==> src/mor_consts.svh <==
// Offsets, field positions and reset values of the operational register set
`ifndef MOR_CONSTS_SVH
`define MOR_CONSTS_SVH
// Register offsets on the software port
`define MOR_OFF_INDIRECT 4'h0
`define MOR_OFF_TIMER    4'h1
`define MOR_OFF_PC_LOW   4'h2
`define MOR_OFF_STATUS   4'h3
`define MOR_OFF_BANK_SEL 4'h4
`define MOR_OFF_PAGE_SEL 4'h5
`define MOR_OFF_PORT6    4'h6
`define MOR_OFF_PORT7    4'h7
`define MOR_OFF_PORT8    4'h8
`define MOR_OFF_PORT9    4'h9
// Status field positions
`define MOR_ST_CARRY     0
`define MOR_ST_HALF      1
`define MOR_ST_ZERO      2
`define MOR_ST_PDOWN     3
`define MOR_ST_TOUT      4
`define MOR_ST_ZERO5     5
`define MOR_ST_PAGE      6
// Stack depth and reset values
`define MOR_STACK_DEPTH  8
`define MOR_RST_BYTE     8'h00
`define MOR_RST_PC       14'h0000
`define MOR_RST_NIBBLE   4'h0
`define MOR_RST_FLAGS    3'h0
`endif

==> src/mor_pkg.sv <==
// Types shared by the operational register set
package mor_pkg;
  typedef logic [13:0] mor_pc_t;    // Program counter / stack word
  typedef logic [3:0]  mor_addr_t;  // Register offset
  typedef logic [7:0]  mor_byte_t;  // Register data
endpackage : mor_pkg

==> src/mor_regs.sv <==
// Operational register set: indirect port, timer, program counter, status, ports
`timescale 1ns/10ps
`include "mor_consts.svh"

module mor_regs
(
  input  wire logic             clk_sys_i,              // 100 MHz core clock
  input  wire logic             reset_i,                // Power-on reset, async, high
  input  wire logic             sys_reset_n_i,          // Reset pin, low active
  input  wire mor_pkg::mor_addr_t addr_i,               // Register offset
  input  wire mor_pkg::mor_byte_t wdata_i,              // Write data
  input  wire logic             wr_i,                   // Write strobe
  input  wire logic             rd_i,                   // Read strobe
  output logic [7:0]            rdata_o,                // Read data, cycle after rd_i
  output logic [7:0]            dmem_addr_o,            // Indirect data memory address
  output logic [7:0]            dmem_wdata_o,           // Indirect write data
  output logic                  dmem_we_o,              // Indirect write pulse
  output logic                  dmem_re_o,              // Indirect read pulse
  input  wire logic [7:0]       dmem_rdata_i,           // Indirect read data, same cycle
  input  wire logic             tcc_src_sel_i,          // 1: low-frequency tick source
  input  wire logic             lf_tick_i,              // 16.384KHz or RC/2 enable pulse
  input  wire logic             instr_tick_i,           // Instruction cycle enable pulse
  input  wire logic             pc_step_i,              // Plain sequential advance
  input  wire logic             jump_instr_i,           // Jump
  input  wire logic             call_instr_i,           // Call
  input  wire logic             return_instr_i,         // Any return variant
  input  wire logic             mov_pc_instr_i,         // Move accumulator into counter
  input  wire logic             add_pc_instr_i,         // Add accumulator to counter
  input  wire logic             table_instr_i,          // Table add
  input  wire logic [9:0]       jump_target_i,          // Instruction address field
  input  wire logic [7:0]       acc_i,                  // Accumulator
  input  wire logic             flags_we_i,             // ALU flag update
  input  wire logic [2:0]       flags_i,                // Zero, half carry, carry
  input  wire logic             sleep_instr_i,          // Sleep executed
  input  wire logic             watchdog_clear_instr_i, // Watchdog clear executed
  input  wire logic             watchdog_timer_timeout_i, // Watchdog expired
  output mor_pkg::mor_pc_t      pc_o,                   // Program counter
  output logic                  io_page_o,              // IO control page select
  output logic [3:0]            port5_o,                // Port-5 data
  output logic                  port_six_bit_o,         // Port-6 data
  output logic [7:0]            port7_o,                // Port-7 data
  output logic [7:0]            port8_o,                // Port-8 data
  output logic [7:0]            port9_o                 // Port-9 data
);
  import mor_pkg::*;

  // ==========================================================================
  // Storage
  // ==========================================================================
  mor_byte_t  timer_reg;                         // Timer/counter
  mor_pc_t    pc_reg;                            // Program counter
  mor_pc_t    stack_reg [`MOR_STACK_DEPTH];      // Hardware stack, entry 0 on top
  logic [2:0] flags_reg;                         // Zero, half carry, carry
  logic       pdown_reg;                         // Power-down indicator
  logic       tout_reg;                          // Time-out indicator
  logic       page_reg;                          // IO page select
  mor_byte_t  bank_sel_reg;                      // Bank and indirect index
  logic [3:0] page_bits_reg;                     // Program page
  logic [3:0] port5_reg;                         // Port-5 data nibble
  logic       port6_reg;                         // Port-6 data bit
  mor_byte_t  port7_reg;                         // Port-7 data
  mor_byte_t  port8_reg;                         // Port-8 data
  mor_byte_t  port9_reg;                         // Port-9 data
  mor_byte_t  rdata_reg;                         // Read data holding
  mor_byte_t  rd_next;                           // Read mux
  mor_pc_t    pc_next;                           // Next counter
  logic       run;                               // Reset pin released
  logic       op_jump, op_call, op_ret;          // Prioritised counter ops
  logic       op_mov, op_add, op_tbl;
  logic [7:0] rel_low;                           // Relative low byte

  assign run = sys_reset_n_i;

  // Software write decode
  function automatic logic wr_at(input mor_addr_t a);
    wr_at = wr_i && (addr_i == a);
  endfunction : wr_at

  // ==========================================================================
  // Indirect access
  // ==========================================================================
  // The location has no storage; the bank select register is the address
  assign dmem_addr_o  = bank_sel_reg;
  assign dmem_wdata_o = wdata_i;
  assign dmem_we_o    = run && wr_at(`MOR_OFF_INDIRECT);
  assign dmem_re_o    = run && rd_i && (addr_i == `MOR_OFF_INDIRECT);

  // ==========================================================================
  // Timer/counter
  // ==========================================================================
  // A software write wins over a tick in the same cycle
  always_ff @(posedge clk_sys_i or posedge reset_i)
  begin
    if (reset_i)
      timer_reg <= `MOR_RST_BYTE;
    else if (!run)
      timer_reg <= `MOR_RST_BYTE;
    else if (wr_at(`MOR_OFF_TIMER))
      timer_reg <= wdata_i;
    else if (tcc_src_sel_i ? lf_tick_i : instr_tick_i)
      timer_reg <= timer_reg + 8'h01;
  end

  // ==========================================================================
  // Program counter and stack
  // ==========================================================================
  // One counter operation per cycle; software write to the low byte acts as
  // an accumulator move
  always_comb
  begin
    op_jump = jump_instr_i;
    op_call = !op_jump && call_instr_i;
    op_ret  = !op_jump && !op_call && return_instr_i;
    op_mov  = !op_jump && !op_call && !op_ret && mov_pc_instr_i;
    op_add  = !op_jump && !op_call && !op_ret && !op_mov && add_pc_instr_i;
    op_tbl  = !op_jump && !op_call && !op_ret && !op_mov && !op_add && table_instr_i;
  end

  assign rel_low = pc_reg[7:0] + acc_i;

  // Counter next value
  always_comb
  begin
    pc_next = pc_reg;
    if (op_jump || op_call)
      pc_next = {page_bits_reg, jump_target_i};
    else if (op_ret)
      pc_next = stack_reg[0];
    else if (op_mov)
      pc_next = {page_bits_reg, 2'b00, acc_i};
    else if (op_add)
      pc_next = {page_bits_reg, 2'b00, rel_low};
    else if (op_tbl)
      pc_next = {page_bits_reg, pc_reg[9:8], rel_low};
    else if (wr_at(`MOR_OFF_PC_LOW))
      pc_next = {page_bits_reg, 2'b00, wdata_i};
    else if (pc_step_i)
      pc_next = pc_reg + 14'h0001;
  end

  // Counter register
  always_ff @(posedge clk_sys_i or posedge reset_i)
  begin
    if (reset_i)
      pc_reg <= `MOR_RST_PC;
    else if (!run)
      pc_reg <= `MOR_RST_PC;
    else
      pc_reg <= pc_next;
  end

  // Stack shifts as a whole; overflow drops the oldest entry silently
  genvar gi;
  generate
    for (gi = 0; gi < `MOR_STACK_DEPTH; gi++)
    begin : g_stack
      always_ff @(posedge clk_sys_i or posedge reset_i)
      begin
        if (reset_i)
          stack_reg[gi] <= `MOR_RST_PC;
        else if (run && op_call)
          stack_reg[gi] <= (gi == 0) ? pc_reg + 14'h0001 : stack_reg[(gi == 0) ? 0 : gi - 1];
        else if (run && op_ret)
          stack_reg[gi] <= (gi == `MOR_STACK_DEPTH - 1) ? `MOR_RST_PC
                           : stack_reg[(gi == `MOR_STACK_DEPTH - 1) ? gi : gi + 1];
      end
    end
  endgenerate

  // ==========================================================================
  // Status
  // ==========================================================================
  // ALU update overrides a software write to the same flags
  always_ff @(posedge clk_sys_i or posedge reset_i)
  begin
    if (reset_i)
    begin
      flags_reg <= `MOR_RST_FLAGS;
      page_reg  <= 1'b0;
    end
    else if (!run)
    begin
      flags_reg <= `MOR_RST_FLAGS;
      page_reg  <= 1'b0;
    end
    else
    begin
      if (flags_we_i)
        flags_reg <= flags_i;
      else if (wr_at(`MOR_OFF_STATUS))
        flags_reg <= wdata_i[`MOR_ST_ZERO:`MOR_ST_CARRY];
      if (wr_at(`MOR_OFF_STATUS))
        page_reg <= wdata_i[`MOR_ST_PAGE];
    end
  end

  // Indicators are untouched by the reset pin so that they record the wake
  // cause; of the two resets only power-on sets them. Set wins over clear.
  always_ff @(posedge clk_sys_i or posedge reset_i)
  begin
    if (reset_i)
    begin
      pdown_reg <= 1'b1;
      tout_reg  <= 1'b1;
    end
    else
    begin
      if (watchdog_clear_instr_i)
        pdown_reg <= 1'b1;
      else if (sleep_instr_i)
        pdown_reg <= 1'b0;
      if (sleep_instr_i || watchdog_clear_instr_i)
        tout_reg <= 1'b1;
      else if (watchdog_timer_timeout_i)
        tout_reg <= 1'b0;
    end
  end

  // ==========================================================================
  // Bank select, page select and ports
  // ==========================================================================
  always_ff @(posedge clk_sys_i or posedge reset_i)
  begin
    if (reset_i)
    begin
      bank_sel_reg  <= `MOR_RST_BYTE;
      page_bits_reg <= `MOR_RST_NIBBLE;
      port5_reg     <= `MOR_RST_NIBBLE;
      port6_reg     <= 1'b0;
      port7_reg     <= `MOR_RST_BYTE;
      port8_reg     <= `MOR_RST_BYTE;
      port9_reg     <= `MOR_RST_BYTE;
    end
    else if (!run)
    begin
      bank_sel_reg  <= `MOR_RST_BYTE;
      page_bits_reg <= `MOR_RST_NIBBLE;
      port5_reg     <= `MOR_RST_NIBBLE;
      port6_reg     <= 1'b0;
      port7_reg     <= `MOR_RST_BYTE;
      port8_reg     <= `MOR_RST_BYTE;
      port9_reg     <= `MOR_RST_BYTE;
    end
    else
    begin
      if (wr_at(`MOR_OFF_BANK_SEL))
        bank_sel_reg <= wdata_i;
      if (wr_at(`MOR_OFF_PAGE_SEL))
      begin
        page_bits_reg <= wdata_i[3:0];
        port5_reg     <= wdata_i[7:4];
      end
      if (wr_at(`MOR_OFF_PORT6))
        port6_reg <= wdata_i[0];
      if (wr_at(`MOR_OFF_PORT7))
        port7_reg <= wdata_i;
      if (wr_at(`MOR_OFF_PORT8))
        port8_reg <= wdata_i;
      if (wr_at(`MOR_OFF_PORT9))
        port9_reg <= wdata_i;
    end
  end

  // ==========================================================================
  // Read path
  // ==========================================================================
  always_comb
  begin
    rd_next = 8'h00;
    unique case (addr_i)
      `MOR_OFF_INDIRECT: rd_next = dmem_rdata_i;
      `MOR_OFF_TIMER:    rd_next = timer_reg;
      `MOR_OFF_PC_LOW:   rd_next = pc_reg[7:0];
      `MOR_OFF_STATUS:   rd_next = {1'b0, page_reg, 1'b0, tout_reg, pdown_reg, flags_reg};
      `MOR_OFF_BANK_SEL: rd_next = bank_sel_reg;
      `MOR_OFF_PAGE_SEL: rd_next = {port5_reg, page_bits_reg};
      `MOR_OFF_PORT6:    rd_next = {7'h00, port6_reg};
      `MOR_OFF_PORT7:    rd_next = port7_reg;
      `MOR_OFF_PORT8:    rd_next = port8_reg;
      `MOR_OFF_PORT9:    rd_next = port9_reg;
      default:           rd_next = 8'h00;
    endcase
  end

  // Data stands only in the cycle after the strobe
  always_ff @(posedge clk_sys_i or posedge reset_i)
  begin
    if (reset_i)
      rdata_reg <= `MOR_RST_BYTE;
    else
      rdata_reg <= (rd_i && run) ? rd_next : 8'h00;
  end

  assign rdata_o        = rdata_reg;
  assign pc_o           = pc_reg;
  assign io_page_o      = page_reg;
  assign port5_o        = port5_reg;
  assign port_six_bit_o = port6_reg;
  assign port7_o        = port7_reg;
  assign port8_o        = port8_reg;
  assign port9_o        = port9_reg;
endmodule : mor_regs

==> config.mk <==
export PLATFORM = sky130hd
export DESIGN_NAME = mor_regs
export DESIGN_NICKNAME = d
export VERILOG_FILES = /design/src/mor_pkg.sv /design/src/mor_regs.sv
export VERILOG_INCLUDE_DIRS = /design/src
export SDC_FILE = /design/constraint.sdc
export NUM_CORES = 1
export LEC_CHECK = 0
export BUFFER_PORTS_ARGS = -buffer_cell sky130_fd_sc_hd__buf_2
export CORE_MARGIN = 3
export CORE_UTILIZATION = 35
export CTS_CLUSTER_DIAMETER = 120
export CTS_CLUSTER_SIZE = 16
export DETAILED_ROUTE_END_ITERATION = 8
export GPL_TIMING_DRIVEN = 0
export HOLD_SLACK_MARGIN = 0.12
export PLACE_DENSITY = 0.55
export SLEW_MARGIN = 15
export SYNTH_ARGS = -nofsm -noshare
export SYNTH_HDL_FRONTEND = slang
export SYNTH_SLANG_ARGS = --single-unit
==> constraint.sdc <==
create_clock -name clk_sys_i -period 8.7 [get_ports clk_sys_i]
set_input_delay 1.305 -clock clk_sys_i [delete_from_list [all_inputs] [get_ports clk_sys_i]]
set_output_delay 1.305 -clock clk_sys_i [all_outputs]
set_load 0.1 [all_outputs]
==> results of run 1 <==
## placed cells by master, fill, tap and decap left out, types with 4 or more instances in the layout
master                      count
sky130_fd_sc_hd__a211oi_1      13
sky130_fd_sc_hd__a21o_1         4
sky130_fd_sc_hd__a21oi_1       47
sky130_fd_sc_hd__a221o_1        4
sky130_fd_sc_hd__a22oi_1       17
sky130_fd_sc_hd__a31oi_1        5
sky130_fd_sc_hd__and3_1         7
sky130_fd_sc_hd__buf_1          8
sky130_fd_sc_hd__buf_2        141
sky130_fd_sc_hd__buf_4         19
sky130_fd_sc_hd__clkbuf_1      33
sky130_fd_sc_hd__clkbuf_16     17
sky130_fd_sc_hd__dfrtp_1      187
sky130_fd_sc_hd__ha_1           9
sky130_fd_sc_hd__inv_1         12
sky130_fd_sc_hd__inv_8          4
sky130_fd_sc_hd__mux2_2         5
sky130_fd_sc_hd__mux2i_1      132
sky130_fd_sc_hd__nand2_1      167
sky130_fd_sc_hd__nand3_1       21
sky130_fd_sc_hd__nand4_1        4
sky130_fd_sc_hd__nor2_1        71
sky130_fd_sc_hd__nor2b_1       11
sky130_fd_sc_hd__nor3_1        10
sky130_fd_sc_hd__o211ai_1      10
sky130_fd_sc_hd__o21ai_0       84
sky130_fd_sc_hd__o21ai_1       56
sky130_fd_sc_hd__o221ai_1       5
sky130_fd_sc_hd__o22ai_1       13
sky130_fd_sc_hd__or3_1          5
sky130_fd_sc_hd__xnor2_1       15
sky130_fd_sc_hd__xor2_1         7
## power by group through the flow
| stage | Combinational (mW) | Sequential (mW) | Clock, mW |
|---|---|---|---|
| after global routing | 0.415 | 1.11 | 0.894 |
| after CTS | 0.379 | 1.09 | 0.856 |
| after floorplan | 0.231 | 1.11 | 0 |
| after global placement | 0.372 | 1.11 | 0 |
| after detailed placement | 0.379 | 1.11 | 0 |
| final | 0.378 | 1.09 | 0.839 |
## worst max-delay path by stage
stage / to / cells after the start / slack (ns)
6_report: dmem_re_o / 5 / 4.19
2_1_floorplan: dmem_addr_o[0]$_DFFE_PP0P_ / 1 / 2.26
4_1_cts: dmem_we_o / 5 / 4.26
3_5_place_dp: dmem_we_o / 5 / 4.27
5_1_grt: dmem_we_o / 5 / 4.03
3_3_place_gp: dmem_addr_o[7]$_DFFE_PP0P_ / 2 / -0.26
## final cells by class
class                           count  area (um2)  share of cell area [%]
Sequential cell                   189        4730                    40.3
Antenna cell                        1        2.50                  0.0213
Clock inverter                     13         181                    1.55
Tap cell                          378         473                    4.03
Timing Repair Buffer              123         638                    5.43
Inverter                           14        60.1                   0.512
Clock buffer                       19         433                    3.69
Multi-Input combinational cell    771        4830                    41.1
Buffer                             78         395                    3.37
## Yosys cell counts (7+ instances only)
cell type	count	area share [%]
sky130_fd_sc_hd__and3_1	7	0.44
sky130_fd_sc_hd__inv_1	13	0.49
sky130_fd_sc_hd__a211oi_1	13	0.98
sky130_fd_sc_hd__clkbuf_1	31	1.2
sky130_fd_sc_hd__nand3_1	21	1.1
sky130_fd_sc_hd__a21oi_1	47	2.4
sky130_fd_sc_hd__buf_2	19	0.95
sky130_fd_sc_hd__o211ai_1	10	0.75
sky130_fd_sc_hd__xnor2_1	15	1.3
sky130_fd_sc_hd__nor2_1	71	2.7
sky130_fd_sc_hd__nand2_1	167	6.3
sky130_fd_sc_hd__o21ai_0	84	4.2
sky130_fd_sc_hd__dfrtp_1	187	47
sky130_fd_sc_hd__buf_4	19	1.4
sky130_fd_sc_hd__nor2b_1	11	0.69
sky130_fd_sc_hd__o22ai_1	13	0.81
sky130_fd_sc_hd__buf_1	8	0.30
sky130_fd_sc_hd__a22oi_1	17	1.3
sky130_fd_sc_hd__ha_1	9	1.1
sky130_fd_sc_hd__xor2_1	7	0.61
sky130_fd_sc_hd__mux2i_1	132	13
sky130_fd_sc_hd__nor3_1	10	0.50
sky130_fd_sc_hd__o21ai_1	56	2.8
## kinds of logic (layout without fill, tap and decap cells)
logic type	after synthesis	count (layout)	share of synthesized area [%]
simple gates	320	320	14.4
buf+inv	92	247	4.48
other cells	0	1	0
mux	138	138	14.0
compound gates	281	281	16.6
fa+ha+maj	10	10	1.33
flops	189	189	47.3
xor+xnor	22	22	1.93
## metrics by stage
stage / utilization [%] / TNS [ns] / total power [mW]
finish: 41.9 / 0 / 2.31
global route: 41.9 / 0 / 2.41
CTS: 41.9 / 0 / 2.33
detailed placement: 39.7 / 0 / 1.49
global placement: 39.6 / -44.47 / 1.48
floorplan: - / 0 / 1.34
## per-layer routing
layer	vias up	wire length, um
met5	-	0
met4	0	943
met1	4259	14300
met3	57	2170
met2	326	15200
li1	4017	-
## critical path, stage by stage
cell	delay (ns)
sky130_fd_sc_hd__clkbuf_1	0.21
sky130_fd_sc_hd__buf_2	0.27
sky130_fd_sc_hd__nor4_1	0.74
sky130_fd_sc_hd__and3_1	0.25
sky130_fd_sc_hd__buf_2	0.42
==> results.md, run 1 <==
- The flow ran to the end, and the final reports show no timing, DRC or antenna violations.
- Counting flops with an async set or reset pin after synthesis yields a share of 100%.
- The filler cell count is 2804.
- The mean area per synthesized cell is 9.51 um2.
- Cell internal power was estimated by the tool at 1.57 mW.
- The via-per-instance ratio is 5.46.
- The relative contribution of sequential cells to total power is 47.3%.
- The worst hold path stage count is 2.
- The time the final worst path needs with I/O delays and setup is 4.51 ns.
- In this run, CTS created clock tree buffers numbering 17.
- The number of maximum-capacitance violations is 0.
- The effective utilization at floorplan is 35.7%.
- The later pin in the worst-skew pair is clocked with a latency of 0.45 ns.
- The power share of the combinational group is 16.4%.
- The worst-case hold path end point is tout_reg$_DFFE_PP1P_.
- The area after detailed placement is 11100 um2.
- By startpoint and endpoint, the worst setup path is classified as input port to output port.
- Timing analysis after detailed placement gives a worst setup slack of 4.27 ns.
- The number of max-slew violations in the final report is 0.
- After clock tree synthesis, the repair step resized 0 gates.
- The layout overhead on the synthesized area is 17.3%.
- For this run, design rule violations remaining after detail routing come to 0.
- The setup-violating endpoint count in the final report is 0.
- The most critical setup path has its startpoint at addr_i[0].
- Global routing used 34.5% of the available met2 tracks.
- The height of the die is 175 um.
- For this run, global-route usage on met1 was measured as 28.7%.
- The startpoint identified for the worst register-to-register timing path is pc_o[1]$_DFFE_PP0P_.
- The routed design has 32.6 mm of wire.
- The detailed-routing iteration count for the pre-antenna-repair pass is 4.
- Setup repair after global routing left no endpoint under its margin.
- Synthesis produced a netlist whose cell count is 1052.
- Net switching is 31.9% of the power.
- The nature of the critical path startpoint is an input port.
- The slack of the critical path is 4.19 ns.
- The number of nets in the synthesized netlist is 1122.
- The setup check on the worst reg-to-reg path leaves a slack of 6.37 ns.
- In this run the worst hold path is classified as flip-flop to flip-flop.
- In the synthesized netlist the dominant register cell turns out to be sky130_fd_sc_hd__dfrtp_1.
- The first-pass GRT wire length is 51.1 mm.
- The TritonCTS clock tree is built.
- The share of the cycle needed by the critical path after routing is 51.9%.
- The count of nets left with antenna violations after detail routing is 0.
- The distinct cell type count of the synthesized netlist is 63.
- Along the worst path, the maximum fanout reaches 10.
- The share of cells above drive strength 1 is 17.4%.
- Across all hold checks on the routed design, the worst slack comes to 0.500 ns.
- The number of global-route vias before repair is 8767.
- Summing over every cut layer, the via total after detailed routing is 8659.
- The routed length per instance is 20.6 um.
- The area of the die is 30700 um2.
- The depth of the worst register-to-register path is 6.
- The finished cells cover 11700 um2.
- The cell area that synthesis handed to floorplanning was 10000 um2.
- The quantity of I/O buffers inserted on ports is 122.
- The endpoint identified for the worst register-to-register timing path is pc_o[6]$_DFFE_PP0P_.
- The synthesis warning total is 0.
- The data arrival time of the critical path is 3.21 ns.
- Entering global routing, the biggest net connects 108 pins.
- In this run the static leakage power is 5.07 nW.
- The met3 track utilization from global routing is 4.95%.
- Global routing consumed, over all layers together, 21.5% of the routing resources.
- The final instance count without filler cells is 1586.
- The number of top-level pins is 130.
- Clock-pin slew was measured on the worst setup and hold paths at 0.07 ns.
- The flip-flop count of the largest register after layout is 112.
- The final count of hold timing violations is 0.
- The power density normalized to cell area is 197 nW/um2.
- The number of antenna violations at the first check in global routing is 0.
- The synthesized design contains 0 enable-type register cells.
- The total number of H-tree levels is 4.
- Timing would allow up to 0.222 GHz.
- Between clock sinks in the finished design, the worst skew comes to 0.0130 ns.
- The number of buffers on the longest clock path is 2.
- Counting flops and latches in the post-synthesis netlist gives 189.
- The part of the Yosys area used for sequential elements is 47.3%.
- In this run the clock root is driven by a sky130_fd_sc_hd__clkbuf_16.
- At the pin with the least slew margin, the transition time is 0.814 ns.
- The horizontal die dimension is 175 um.
- Data on the critical path is required at its endpoint by 7.39 ns.
- The overflow left after global routing is 0.
- The part of the power in the clock network is 36.4%.
- The worst hold path begins at tout_reg$_DFFE_PP1P_.
- After floorplanning, the core was sized to cover 28000 um2.
- The net switching power of the design is 0.736 mW.
- The wire-length estimate of the detail-placed layout is 23.8 mm.
- The number of sinks handled by clock tree synthesis is 189.
- The hold buffer count at CTS is 0.
- The placer's final routability congestion estimate is 0.943.
- The nature of the critical path endpoint is an output port.
- The net total in the final layout is 1264.
- The post-CTS setup buffer count is 0.
- After global routing, the most crowded layer is met2.
- The total number of placement rows is 61.
- The placed instance count is 1553.
- The max-slew headroom at the worst pin is 45.2%.
- IR analysis of the VDD net gives a maximum drop of 0.000141 V.
- The first routing iteration left 701 violations.
Note: power is estimated with default switching activity, not from simulation.
==> inputs of run 2 (changes only) <==
--- a/config.mk
+++ b/config.mk
@@ -14,7 +14,7 @@
 export DETAILED_ROUTE_END_ITERATION = 8
 export GPL_TIMING_DRIVEN = 0
 export HOLD_SLACK_MARGIN = 0.12
-export PLACE_DENSITY = 0.55
+export PLACE_DENSITY = 0.57
 export SLEW_MARGIN = 15
 export SYNTH_ARGS = -nofsm -noshare
 export SYNTH_HDL_FRONTEND = slang
==> constraint.sdc (replaced) <==
create_clock -name clk_sys_i -period 3.7 [get_ports clk_sys_i]
set_input_delay 0.555 -clock clk_sys_i [delete_from_list [all_inputs] [get_ports clk_sys_i]]
set_output_delay 0.555 -clock clk_sys_i [all_outputs]
set_load 0.1 [all_outputs]
==> run 2 against run 1 <==
Against the previous run:
- global-route usage shrank 0.36 points
- die area unchanged
- register-to-register slack worse by 5.0 ns
- hold slack got worse by 0.25 ns
- critical endpoint unchanged
- highest routed layer unchanged
==> results.md, run 2 (synthesis results as in run 1) <==
- The final critical path takes up 82.2% of the cycle.
- The top layer reached by signal wires is met4.
- Traced cell by cell, the critical path runs through clkbuf_1 -> buf_2 -> nor4_1 -> and3_1 -> buf_2.
- Of all nets on the critical path, the largest fanout is 10.
- The later pin in the worst-skew pair is clocked with a latency of 0.45 ns.
- In this run the remaining antenna-violating nets after routing total 0.
- After clock tree synthesis, the flow added hold-fix buffers numbering 1.
- The area after detailed placement is 11200 um2.
- The horizontal die dimension is 175 um.
- The fmax is 0.329 GHz.
- The required time of the worst setup path is 3.14 ns.
- Relative to the synthesized area, the layout overhead comes to 17.9%.
- After detailed routing, the number of remaining DRC violations is 0.
- The worst clock skew on the final layout is 0.0175 ns.
- The number of antenna violations at the first check in global routing was 0.
- The number of antenna diodes in the final layout is 0.
- The post-CTS setup buffer count is 0.
- Dividing the detail-routed wire length by the instance count gives 20.2 um.
- Setup repair after global routing left no endpoint under its margin.
- In this run the tightest slew margin relative to its limit is 44.4%.
- In the layout the commonest cells are 187 x sky130_fd_sc_hd__dfrtp_1, 167 x sky130_fd_sc_hd__nand2_1, 141 x sky130_fd_sc_hd__buf_2, 132 x sky130_fd_sc_hd__mux2i_1, 84 x sky130_fd_sc_hd__o21ai_0.
- The final count of hold timing violations is 0.
- Max-cap violations in this run came to 0.
- The area of the die is 30700 um2.
- Row generation in the floorplan step produced 61 rows.
- TritonCTS built the clock tree.
- The routed design uses 15.0 mm of met2 wire.
- The post-detailed-routing wire length is 32.2 mm.
- Data arrives at the worst endpoint at 2.49 ns.
- The nature of the critical path endpoint is an output port.
- The first global-routing pass estimated 50.6 mm of wire.
- The DRC marker count from the first detailed-route iteration is 666.
- The number of global-route vias before repair is 8708.
- The congestion estimate from routability-driven global placement came to 0.978.
- With fillers left out, the area of the finished cells amounts to 11800 um2.
- The aggregate global-route resource usage is 21.1%.
- The overflow left after global routing is 0.
- For this configuration, the core starts out at a cell density of 35.7%.
- The worst hold-check slack is 0.251 ns.
- The via-per-instance ratio is 5.45.
- After clock tree synthesis, the repair step resized 0 gates.
- The number of buffers on the longest clock path is 2.
- Setup violations remaining at the end of the flow were counted as 0.
- Dividing total power by cell area gives a power density of 449 nW/um2.
- The category of the most critical setup path is input port to output port.
- The most common cell after layout, fill and taps aside is sky130_fd_sc_hd__dfrtp_1.
- The detailed-routing iteration count for the pre-antenna-repair pass is 5.
- For this run, the slowest stage of the critical path takes 0.75 ns.
- Clock-pin slew was measured on the worst setup and hold paths at 0.08 ns.
- The wire length on met1 is 14.3 mm.
- After detailed routing, the met3 layer carries 2.12 mm of wire.
- The min-delay analysis places its worst path in the category input port to flip-flop.
- The number of max-slew violations in the final report is 0.
- Summed over all cells, the static leakage comes to 5.09 nW.
- The clock buffer count from CTS is 17.
- The number of sinks handled by clock tree synthesis is 189.
- The clock root buffer master is sky130_fd_sc_hd__clkbuf_16.
- Detailed routing inserted a total of 8671 vias.
- The flip-flop count of the largest register after layout is 112.
- The run finished with clean final reports.
- The core area is 28000 um2.
- The cell with the most instances on the worst path is sky130_fd_sc_hd__buf_2.
- The clock tree synthesis step divided the H-tree into 4 levels.
- The largest net degree at the start of global routing is 36.
- The count of buffer and inverter cells on the critical path is 3.
- The transition at the pin with the smallest max-transition slack is 0.827 ns.
- The quantity of I/O buffers inserted on ports is 122.
- The nature of the critical path startpoint is an input port.
- Of the cells placed in the final design, the portion with a size suffix greater than 1 is 17.9%.
- The number of top-level pins is 130.
- The slowest stage of the critical path is the sky130_fd_sc_hd__nor4_1 cell.
- The largest delay contributor family on the critical path is simple AND/OR/NAND/NOR gates.
- In the final design database the tool counted 1270 nets.
- Detailed placement finished with a half-perimeter wire length of 24.1 mm.
- The time the final worst path needs with I/O delays and setup is 3.04 ns.
- The die is 175 um tall.
- The maximum vdd ir drop is 0.000330 V.
-- run 2: metrics by stage --
step	setup slack (ns)	TNS [ns]	instances	power [mW]	util [%]
6_report	0.658	0	1591	5.30	42.1
5_1_grt	0.630	0	1591	5.54	42.1
4_1_cts	0.713	0	1591	5.33	42.1
3_5_place_dp	0.724	0	1558	3.50	40.0
3_3_place_gp	-0.634	-115.63	1552	3.47	39.6
2_1_floorplan	0.712	0	1052	3.15	-
-- run 2: routing by layer --
layer,GRT usage (%),vias to the layer above
met4,6.15,0
met1,28.7,4263
met3,4.17,48
met2,34.2,324
li1,-,4036
met5,0,-
-- run 2: layout make-up --
cell class / count / area [um2]
Timing Repair Buffer: 129 / 741
Tap cell: 378 / 473
Inverter: 14 / 56.3
Buffer: 78 / 395
Multi-Input combinational cell: 771 / 4830
Fill cell: 2787 / 16200
Sequential cell: 189 / 4730
Clock buffer: 17 / 425
Clock inverter: 15 / 151
-- run 2: worst paths after layout --
check / slack [ns] / from / to / cells after the start
min in group asynchronous: 0.55 / reset_i / stack_reg[77]$_DFFE_PP0P_ / 3
worst max register to register: 1.36 / pc_o[1]$_DFFE_PP0P_ / pc_o[6]$_DFFE_PP0P_ / 6
worst min register to register: 0.51 / tout_reg$_DFFE_PP1P_ / tout_reg$_DFFE_PP1P_ / 2
worst min-delay path: 0.25 / watchdog_timer_timeout_i / tout_reg$_DFFE_PP1P_ / 2
worst max-delay path: 0.66 / addr_i[0] / dmem_re_o / 5
max in group asynchronous: 2.20 / reset_i / tout_reg$_DFFE_PP1P_ / 6
-- run 2: where the power goes --
part	switching, mW	total, mW	internal [mW]
Combinational	0.582	0.894	0.312
Sequential	0.256	2.57	2.31
Clock	0.937	1.84	0.900
Total	1.78	5.30	3.52
-- run 2: worst register-to-register path, stage by stage, from the launching register on --
cell,delay (ns)
sky130_fd_sc_hd__dfrtp_1,0.63
sky130_fd_sc_hd__ha_1,0.27
sky130_fd_sc_hd__nand3_1,0.22
sky130_fd_sc_hd__or3_1,0.44
sky130_fd_sc_hd__and3_1,0.22
sky130_fd_sc_hd__o311a_1,0.33
sky130_fd_sc_hd__a21oi_1,0.15
